--- src/ddsl_pkg.sv ---
package ddsl_pkg;

    // Word layout
    localparam int WORD_W = 12;
    localparam int NARROW_W = 10;
    localparam logic [WORD_W-1:0] PRESET_HALF = 12'h800;
    localparam logic [WORD_W-1:0] PRESET_ZERO = 12'h000;
    localparam logic [WORD_W-1:0] NARROW_MASK = 12'h3FF;

    // Synchroniser depth and pin count
    localparam int SYNC_STAGES = 2;
    localparam int PIN_COUNT = 8;

    // Register byte offsets
    localparam logic [7:0] OFS_CTRL = 8'h00;
    localparam logic [7:0] OFS_STATUS = 8'h04;
    localparam logic [7:0] OFS_SHIFT = 8'h08;
    localparam logic [7:0] OFS_HOLD_A = 8'h0C;
    localparam logic [7:0] OFS_HOLD_B = 8'h10;

    // Field positions
    localparam int CTRL_NARROW_BIT = 0;

    // Reset values
    localparam logic CTRL_NARROW_RST = 1'b0;
    localparam logic [WORD_W-1:0] HOLD_RST = 12'h000;

    // AXI response codes
    localparam logic [1:0] RESP_OKAY = 2'h0;
    localparam logic [1:0] RESP_SLVERR = 2'h2;

    // Pin levels as one carrier, lowest field last
    typedef struct packed {
        logic sck;
        logic sel_n;
        logic serial_in;
        logic load_strobe_a_n;
        logic load_strobe_b_n;
        logic preset_n;
        logic preset_hi;
        logic sleep_n;
    } ddsl_pins_s;

endpackage

--- src/ddsl_top.sv ---
`timescale 1ns/1ps
module ddsl_top
    import ddsl_pkg::*;
(
    // Clock and reset
    input wire logic aclk,
    input wire logic aresetn,
    // AXI4-Lite write address
    input wire logic [7:0] s_axi_awaddr,
    input wire logic s_axi_awvalid,
    output logic s_axi_awready,
    // AXI4-Lite write data
    input wire logic [31:0] s_axi_wdata,
    input wire logic [3:0] s_axi_wstrb,
    input wire logic s_axi_wvalid,
    output logic s_axi_wready,
    // AXI4-Lite write response
    output logic [1:0] s_axi_bresp,
    output logic s_axi_bvalid,
    input wire logic s_axi_bready,
    // AXI4-Lite read address
    input wire logic [7:0] s_axi_araddr,
    input wire logic s_axi_arvalid,
    output logic s_axi_arready,
    // AXI4-Lite read data
    output logic [31:0] s_axi_rdata,
    output logic [1:0] s_axi_rresp,
    output logic s_axi_rvalid,
    input wire logic s_axi_rready,
    // Serial pins from the host
    input wire logic serial_clk,
    input wire logic select_n,
    input wire logic serial_in,
    input wire logic load_strobe_a_n,
    input wire logic load_strobe_b_n,
    input wire logic preset_n,
    input wire logic preset_level,
    input wire logic sleep_n,
    // Converter codes and power state
    output logic [WORD_W-1:0] chan_a_code,
    output logic [WORD_W-1:0] chan_b_code,
    output logic converter_awake
);

    // Idle levels: strobes, preset and sleep inactive, deselected
    localparam ddsl_pins_s PINS_IDLE = '{sck: 1'b0, sel_n: 1'b1, serial_in: 1'b0, load_strobe_a_n: 1'b1,
                                         load_strobe_b_n: 1'b1, preset_n: 1'b1, preset_hi: 1'b0,
                                         sleep_n: 1'b1};

    ddsl_pins_s pins_raw;
    ddsl_pins_s pins;
    logic sck_prev_q;
    logic sck_rise;
    logic [WORD_W-1:0] shift_q;
    logic [WORD_W-1:0] hold_a_q;
    logic [WORD_W-1:0] hold_b_q;
    logic [WORD_W-1:0] load_val;
    logic [WORD_W-1:0] preset_val;
    logic narrow_q;
    logic aw_full_q;
    logic w_full_q;
    logic [7:0] awaddr_q;
    logic [31:0] wdata_q;
    logic [3:0] wstrb_q;
    logic wr_fire;
    logic wr_hit;
    logic [31:0] rd_word;
    logic rd_hit;

    // Gather pins into the carrier
    always_comb begin
        pins_raw = '{sck: serial_clk, sel_n: select_n, serial_in: serial_in,
                     load_strobe_a_n: load_strobe_a_n, load_strobe_b_n: load_strobe_b_n,
                     preset_n: preset_n, preset_hi: preset_level, sleep_n: sleep_n};
    end

    // Clock and data share one synchroniser so they stay aligned
    ddsl_sync #(
        .WIDTH(PIN_COUNT),
        .RST_VAL(PINS_IDLE)
    ) u_pin_sync (
        .aclk(aclk),
        .aresetn(aresetn),
        .async_in(pins_raw),
        .sync_out(pins)
    );

    // Serial clock edge detect on the synchronised level
    always_ff @(posedge aclk) begin
        if (!aresetn) begin
            sck_prev_q <= 1'b0;
        end else begin
            sck_prev_q <= pins.sck;
        end
    end

    assign sck_rise = pins.sck & ~sck_prev_q;

    // Shift register; sleep does not stop it
    always_ff @(posedge aclk) begin
        if (!aresetn) begin
            shift_q <= HOLD_RST;
        end else if (sck_rise && !pins.sel_n) begin
            shift_q <= {shift_q[WORD_W-2:0], pins.serial_in};
        end
    end

    // Narrow mode keeps only the low ten bits of a load
    always_comb begin
        load_val = narrow_q ? (shift_q & NARROW_MASK) : shift_q;
        preset_val = pins.preset_hi ? PRESET_HALF : PRESET_ZERO;
    end

    // Channel A holding register: preset first, then transparent load
    always_ff @(posedge aclk) begin
        if (!aresetn) begin
            hold_a_q <= HOLD_RST;
        end else if (!pins.preset_n) begin
            hold_a_q <= preset_val;
        end else if (!pins.load_strobe_a_n) begin
            hold_a_q <= load_val;
        end
    end

    // Channel B holding register, same shape as A
    always_ff @(posedge aclk) begin
        if (!aresetn) begin
            hold_b_q <= HOLD_RST;
        end else if (!pins.preset_n) begin
            hold_b_q <= preset_val;
        end else if (!pins.load_strobe_b_n) begin
            hold_b_q <= load_val;
        end
    end

    // Codes freeze while asleep; the registers themselves keep going
    always_ff @(posedge aclk) begin
        if (!aresetn) begin
            chan_a_code <= HOLD_RST;
            chan_b_code <= HOLD_RST;
            converter_awake <= 1'b1;
        end else begin
            converter_awake <= pins.sleep_n;
            if (pins.sleep_n) begin
                chan_a_code <= hold_a_q;
                chan_b_code <= hold_b_q;
            end
        end
    end

    // Write address channel
    always_ff @(posedge aclk) begin
        if (!aresetn) begin
            aw_full_q <= 1'b0;
            awaddr_q <= 8'h00;
            s_axi_awready <= 1'b1;
        end else if (s_axi_awvalid && s_axi_awready) begin
            aw_full_q <= 1'b1;
            awaddr_q <= s_axi_awaddr;
            s_axi_awready <= 1'b0;
        end else if (wr_fire) begin
            aw_full_q <= 1'b0;
        end else if (s_axi_bvalid && s_axi_bready) begin
            s_axi_awready <= 1'b1;
        end
    end

    // Write data channel
    always_ff @(posedge aclk) begin
        if (!aresetn) begin
            w_full_q <= 1'b0;
            wdata_q <= 32'h0000_0000;
            wstrb_q <= 4'h0;
            s_axi_wready <= 1'b1;
        end else if (s_axi_wvalid && s_axi_wready) begin
            w_full_q <= 1'b1;
            wdata_q <= s_axi_wdata;
            wstrb_q <= s_axi_wstrb;
            s_axi_wready <= 1'b0;
        end else if (wr_fire) begin
            w_full_q <= 1'b0;
        end else if (s_axi_bvalid && s_axi_bready) begin
            s_axi_wready <= 1'b1;
        end
    end

    // Write commits once both halves are held
    assign wr_fire = aw_full_q & w_full_q & ~s_axi_bvalid;
    assign wr_hit = (awaddr_q[7:2] == OFS_CTRL[7:2]);

    // Control register; only the low byte lane carries a field
    always_ff @(posedge aclk) begin
        if (!aresetn) begin
            narrow_q <= CTRL_NARROW_RST;
        end else if (wr_fire && wr_hit && wstrb_q[0]) begin
            narrow_q <= wdata_q[CTRL_NARROW_BIT];
        end
    end

    // Write response; read-only or unmapped words answer SLVERR
    always_ff @(posedge aclk) begin
        if (!aresetn) begin
            s_axi_bvalid <= 1'b0;
            s_axi_bresp <= RESP_OKAY;
        end else if (wr_fire) begin
            s_axi_bvalid <= 1'b1;
            s_axi_bresp <= wr_hit ? RESP_OKAY : RESP_SLVERR;
        end else if (s_axi_bready) begin
            s_axi_bvalid <= 1'b0;
        end
    end

    // Read decode
    always_comb begin
        rd_word = 32'h0000_0000;
        rd_hit = 1'b1;
        case (s_axi_araddr[7:2])
            OFS_CTRL[7:2]: rd_word = {31'h0000_0000, narrow_q};
            OFS_STATUS[7:2]: rd_word = {24'h00_0000, pins};
            OFS_SHIFT[7:2]: rd_word = {20'h0_0000, shift_q};
            OFS_HOLD_A[7:2]: rd_word = {20'h0_0000, hold_a_q};
            OFS_HOLD_B[7:2]: rd_word = {20'h0_0000, hold_b_q};
            default: rd_hit = 1'b0;
        endcase
    end

    // Read channel: one read in flight, answer next cycle
    always_ff @(posedge aclk) begin
        if (!aresetn) begin
            s_axi_arready <= 1'b1;
            s_axi_rvalid <= 1'b0;
            s_axi_rdata <= 32'h0000_0000;
            s_axi_rresp <= RESP_OKAY;
        end else if (s_axi_arvalid && s_axi_arready) begin
            s_axi_arready <= 1'b0;
            s_axi_rvalid <= 1'b1;
            s_axi_rdata <= rd_word;
            s_axi_rresp <= rd_hit ? RESP_OKAY : RESP_SLVERR;
        end else if (s_axi_rvalid && s_axi_rready) begin
            s_axi_rvalid <= 1'b0;
            s_axi_arready <= 1'b1;
        end
    end
endmodule

--- src/ddsl_sync.sv ---
`timescale 1ns/1ps
// Two-flop synchroniser for a vector of independent levels
module ddsl_sync #(
    parameter int WIDTH = 1,
    parameter logic [WIDTH-1:0] RST_VAL = '0
) (
    // Clock and reset
    input wire logic aclk,
    input wire logic aresetn,
    // Levels
    input wire logic [WIDTH-1:0] async_in,
    output logic [WIDTH-1:0] sync_out
);

    logic [WIDTH-1:0] meta_q;

    // First stage read only by the second stage
    always_ff @(posedge aclk) begin
        if (!aresetn) begin
            meta_q <= RST_VAL;
            sync_out <= RST_VAL;
        end else begin
            meta_q <= async_in;
            sync_out <= meta_q;
        end
    end

endmodule

--- config.mk ---
export PLATFORM = sky130hd
export DESIGN_NAME = ddsl_top
export DESIGN_NICKNAME = d
export VERILOG_FILES = /design/src/ddsl_pkg.sv /design/src/ddsl_top.sv /design/src/ddsl_sync.sv
export SDC_FILE = /design/constraint.sdc
export NUM_CORES = 1
export LEC_CHECK = 0
export BUFFER_PORTS_ARGS = -buffer_cell sky130_fd_sc_hd__buf_2
export CORE_MARGIN = 2
export CORE_UTILIZATION = 46
export CTS_CLUSTER_SIZE = 24
export DETAILED_ROUTE_END_ITERATION = 16
export PLACE_DENSITY_LB_ADDON = 0.25
export SLEW_MARGIN = 10
export SYNTH_ARGS = -nofsm -noshare
export SYNTH_HDL_FRONTEND = slang
export SYNTH_SLANG_ARGS = --single-unit
--- constraint.sdc ---
create_clock -name aclk -period 1.4 [get_ports aclk]
set_clock_uncertainty 0.2 [all_clocks]
set_input_delay 0.14 -clock aclk [delete_from_list [all_inputs] [get_ports aclk]]
set_output_delay 0.14 -clock aclk [all_outputs]
set_load 0.05 [all_outputs]
== Word level (Yosys, flattened, before mapping) ==
Index checks and enable logic that the tools add are counted.

* Logic and storage cells: 79
* Output and inout bits: 66
* Bits of input ports: 67
* Register bits after elaboration: 132

* Bitwise logic cells: 5
* Equality and inequality tests: 8
* Reductions and logical operators: 20
* Mux-type cells: 23

{| class="wikitable"
|+ Operator list
! cell !! number
|-
| two-way mux 12 bit || 6
|-
| one-hot mux 12 bit (5 select lines) || 1
|-
| two-way mux 1 bit || 14
|-
| == test 6 x 2 -> 1 bit, second input constant || 2
|-
| zero test 6 bit || 2
|-
| nonzero test 2 bit || 6
|-
| logical AND 1 bit || 8
|-
| == test 6 x 1 -> 1 bit, second input constant || 1
|-
| == test 6 x 3 -> 1 bit, second input constant || 1
|-
| OR reduction 5 bit || 1
|-
| two-way mux 2 bit || 2
|-
| inequality test 2 x 1 -> 1 bit, second input constant || 2
|-
| inequality test 2 bit, second input constant || 2
|-
| AND reduction 2 bit || 2
|-
| AND 1 bit || 3
|-
| NOT 1 bit || 2
|-
| zero test 1 bit || 1
|}

== Logic depth before layout (Yosys ltp) ==
* Depth after elaboration: 4
* Gate-level depth with buffers: 5
* Depth with buffers taken out: 4

== Cells and area by module ==
Synthesis repeated with hierarchy kept, for this count alone.

* Cells, all modules: 446
* Area total of the unflattened synthesis: 4,314.1 µm²

{| class="wikitable"
|+ By module, submodules not included
! module !! cells an instance !! times used !! sequential area each (µm²) !! area each (µm²)
|-
| ddsl_top || 413 || 1 || 1,841.8 || 3,881.2
|-
| ddsl_sync || 33 || 1 || 320.3 || 432.9
|}

== Least setup slack after synthesis ==
No wires, ideal clock.

* Kind: register to register
* From: register s_axi_arready
* To: register s_axi_rdata[2]
* Library setup time: 70 ps
* Arrival: 1,478 ps
* Stages on the path, launching flop included: 6
* Slack: -348 ps
* Path buffers: 1
* Data required time: 1,130 ps
* Cells stage by stage: dfxtp_1 and2_1 and3_1 clkbuf_1 o21ai_0 a21oi_1

* Longest elaborated chain between the ends: 1

{| class="wikitable"
|+ RTL lines
! item !! line !! RTL
|-
| start: declaration || ddsl_top.sv:24 || <nowiki>output logic s_axi_arready,</nowiki>
|-
| start signal: assignment || ddsl_top.sv:230 || <nowiki>s_axi_arready <= 1'b1;</nowiki>
|-
| start signal: assignment || ddsl_top.sv:235 || <nowiki>s_axi_arready <= 1'b0;</nowiki>
|-
| start signal: assignment || ddsl_top.sv:241 || <nowiki>s_axi_arready <= 1'b1;</nowiki>
|-
| logical AND 1 bit || ddsl_top.sv:234 || <nowiki>end else if (s_axi_arvalid && s_axi_arready) begin</nowiki>
|-
| end signal: assignment || ddsl_top.sv:237 || <nowiki>s_axi_rdata <= rd_word;</nowiki>
|-
| end: declaration || ddsl_top.sv:26 || <nowiki>output logic [31:0] s_axi_rdata,</nowiki>
|}

Every way passes these cells.
A chain may end at the register's enable or synchronous reset.

== Final worst setup path ==
* From: register s_axi_arready
* To: register s_axi_rdata[8]

The elaborated chain is that of the path after synthesis.

==> flow_summary_export.csv <==
group,metric,value,unit
floorplan,fp.dieH,101.2,um
routing,drt-vias-per-instance,4.967,
logic_synthesis,synth-simple-area-share,19.33,%
grt,grt_pass1_vias,3070,
logic_synthesis,synthCells,456,
logic_synthesis,synth_top_area_share,49.78,%
logic_synthesis,postSynthAreaPerCell,9.524,um2
finish,final_common_cell,"dfxtp_1",
worst_setup_path,critical_path.max_fanout,12,
floorplan,core,0.009196,mm2
logic_synthesis,synth_seq_cells,108,
logic_synthesis,yosys.area.top_type,"dfxtp_1",
logic_synthesis,synth-compound-area-share,12.99,%
finish,layout_common_cells,"dfxtp_1, buf_2, nand2_1, mux2i_1",
logic_synthesis,synth_ff_type,"dfxtp_1",
logic_synthesis,synth_cell_types,33,
clock_tree,cts_max_level,3,
floorplan,rows,35,
sta,fin_crit_sh,98.16,%
logic_synthesis,synthMuxAreaShare,10.83,%
grt,grt_max_degree,34,
worst_setup_path,crit_type,"reg2reg",
logic_synthesis,synth_top_family_by_area,"simple AND/OR/NAND/NOR gates",
grt,grt.total_usage,18.48,%
sta,post-route-min-period,1374,ps
finish,syn_to_final_growth,22.18,%
finish,fin_nets,624,
logic_synthesis,synthAdderAreaFrac,0,%
clock_tree,cts_tree,"yes",
floorplan,chipWidth,101.2,um
logic_synthesis,syn_area,0.004343,mm2
grt,grt_overflow,0,
sta,tns,0,ps
logic_synthesis,synth.area.top_cells,"dfxtp_1, mux2i_1, nand2_1",
outcome,status,"complete, no violations",
routing,wl_per_cell,13.83,um
routing,drt_wl_total,9292,um
sta,setup_ws,25.79,ps
logic_synthesis,synthXorXnorAreaFrac,0,%
sta,hold_viol,0,
power,p_leak,2.437,nW
placement,pre_cts_ws,-60.39,ps
worst_hold_path,hold_path_class,"in2reg",
finish,antenna_cells,0,
flow_run,drv_cap,0,
routing,drc,0,
sta,slew_viol_final,0,
clock_tree,clk_latency,350,ps
worst_setup_path,critPathArrivalTime,1410,ps
grt,antenna_found_initial,0,
clock_tree,cts-root-buf,"clkbuf_8",
logic_synthesis,synthArstFlopShare,0,%
clock_tree,clk_pin_slew,90,ps
logic_synthesis,synth_edf_count,0,
floorplan,start_util,47.22,%
routing,via_count,3338,
routing,first_pass_iters,4,
worst_setup_path,required,1440,ps
routing,first_iter_violations,101,
placement,dpl.hpwl,6755,um
sta,grt_setup_unrepaired,"true",
routing,ant_nets,0,
floorplan,io_pins,133,
floorplan,die-area,0.01023,mm2
grt,grt_pass1_wl,15060,um
power,ir_worst_vdd,0.0006072,V
worst_setup_path,end_kind,"flip-flop",
clock_tree,clockBufferDepth,2,
placement,port_buffers,72,
power,p_per_area,1026,mW/mm2
logic_synthesis,yosysWarnings,0,
placement,place_congestion,0.8087,
clock_tree,numCtsBuffers,9,
finish,drive_above_1_share,23.17,%
sta,setup_viol,0,
logic_synthesis,yosysSeqAreaShare,49.78,%
clock_tree,cts.sinks,108,
sta,max_freq,727.7,MHz
worst_setup_path,cp-start-kind,"flip-flop",
==> state kept, by name, summed over array words and instances, names as in the netlist, 6 cells and up <==
register / count
chan_b_code: 12
u_pin_sync.meta_q: 8
hold_b_q: 12
chan_a_code: 12
hold_a_q: 12
awaddr_q: 6
s_axi_rdata: 12
u_pin_sync.sync_out: 8
shift_q: 12
==> stage by stage <==
stage / hold slack (ps) / instances / utilization [%] / area, um2 / total power [mW]
floorplan: 41.47 / 477 / - / 4459 / 3.702
global placement: 125.1 / 636 / 53.39 / 4910 / 3.824
detailed placement: 125.0 / 636 / 53.39 / 4910 / 3.832
CTS: -7.809 / 672 / 57.56 / 5294 / 5.493
global route: 12.44 / 672 / 57.70 / 5306 / 5.671
finish: 7.264 / 672 / 57.70 / 5306 / 5.445
==> synth_stat cells (2+ instances only) <==
cell type,n
nor2_1,28
a21oi_1,20
and2_1,21
a221oi_2,3
clkbuf_1,20
buf_4,23
dfxtp_1,108
o21ai_0,21
nand2b_1,12
mux2i_1,47
a22o_1,7
a221oi_1,8
nor2b_1,28
nor3b_1,5
nand2_1,58
a21boi_0,22
inv_1,4
buf_2,5
nor3_1,2
==> worst max-delay path: stages (launching register included) <==
cell and delay (ps):
dfxtp_4 370, and2_4 140, and3_4 170, buf_12 140, o21ai_0 190, a21oi_1 60
==> power breakdown <==
group	internal, mW	switching [mW]	leakage (nW)	total (mW)
clock	0.688	0.945	0.0795	1.63
combinational	0.232	0.401	1.48	0.633
sequential	3.14	0.0427	0.879	3.18
==> worst paths after layout <==
kind | cells past startpoint | start | slack (ps) | to
worst max register to register | 5 | s_axi_arready$_SDFFE_PN1P_ | 30 | s_axi_rdata[8]$_SDFFE_PN0P_
worst max-delay path | 5 | s_axi_arready$_SDFFE_PN1P_ | 30 | s_axi_rdata[8]$_SDFFE_PN0P_
worst min-delay path | 3 | s_axi_arvalid | 7 | s_axi_rvalid$_SDFFE_PN0P_
worst min register to register | 1 | u_pin_sync.meta_q[0]$_SDFF_PN1_ | 210 | u_pin_sync.sync_out[0]$_SDFF_PN1_
==> area by class of cell <==
type | count | area [um2]
sequential | 108 | 2171
inverter | 4 | 15.01
clock inverter | 2 | 12.51
tap | 111 | 138.9
timing repair buffer | 118 | 820.8
clock buffer | 13 | 148.9
multi-input combinational | 316 | 1999
fill | 818 | 3890
==> routing by layer <==
metal / track usage [%] / vias to the layer above / routed length, um
met1: 23.35 / 1550 / 4299
met5: 0 / - / 0
li1: - / 1693 / -
met2: 31.69 / 88 / 4504
met4: 5.613 / 0 / 74
met3: 4.003 / 7 / 414
==> kinds of logic (layout without fill, tap and decap cells) <==
group	after synthesis	in the layout
muxes	47	47
AOI/OAI and AO/OA	83	83
buffers and inverters	53	137
DFF	108	108
other	1	22
and+or+nand+nor	164	164
==> what timing repair did <==
item | in CTS | in global routing
cloned | 0 | 0
gates resized for setup | 4 | 9
hold buffers | 21 | 0
endpoints found under the hold margin | 25 | 0
pin swaps | 2 | 1
buffers inserted | 0 | 0
setup endpoints to repair | 8 | 16
(Power assumes the default switching activity.)
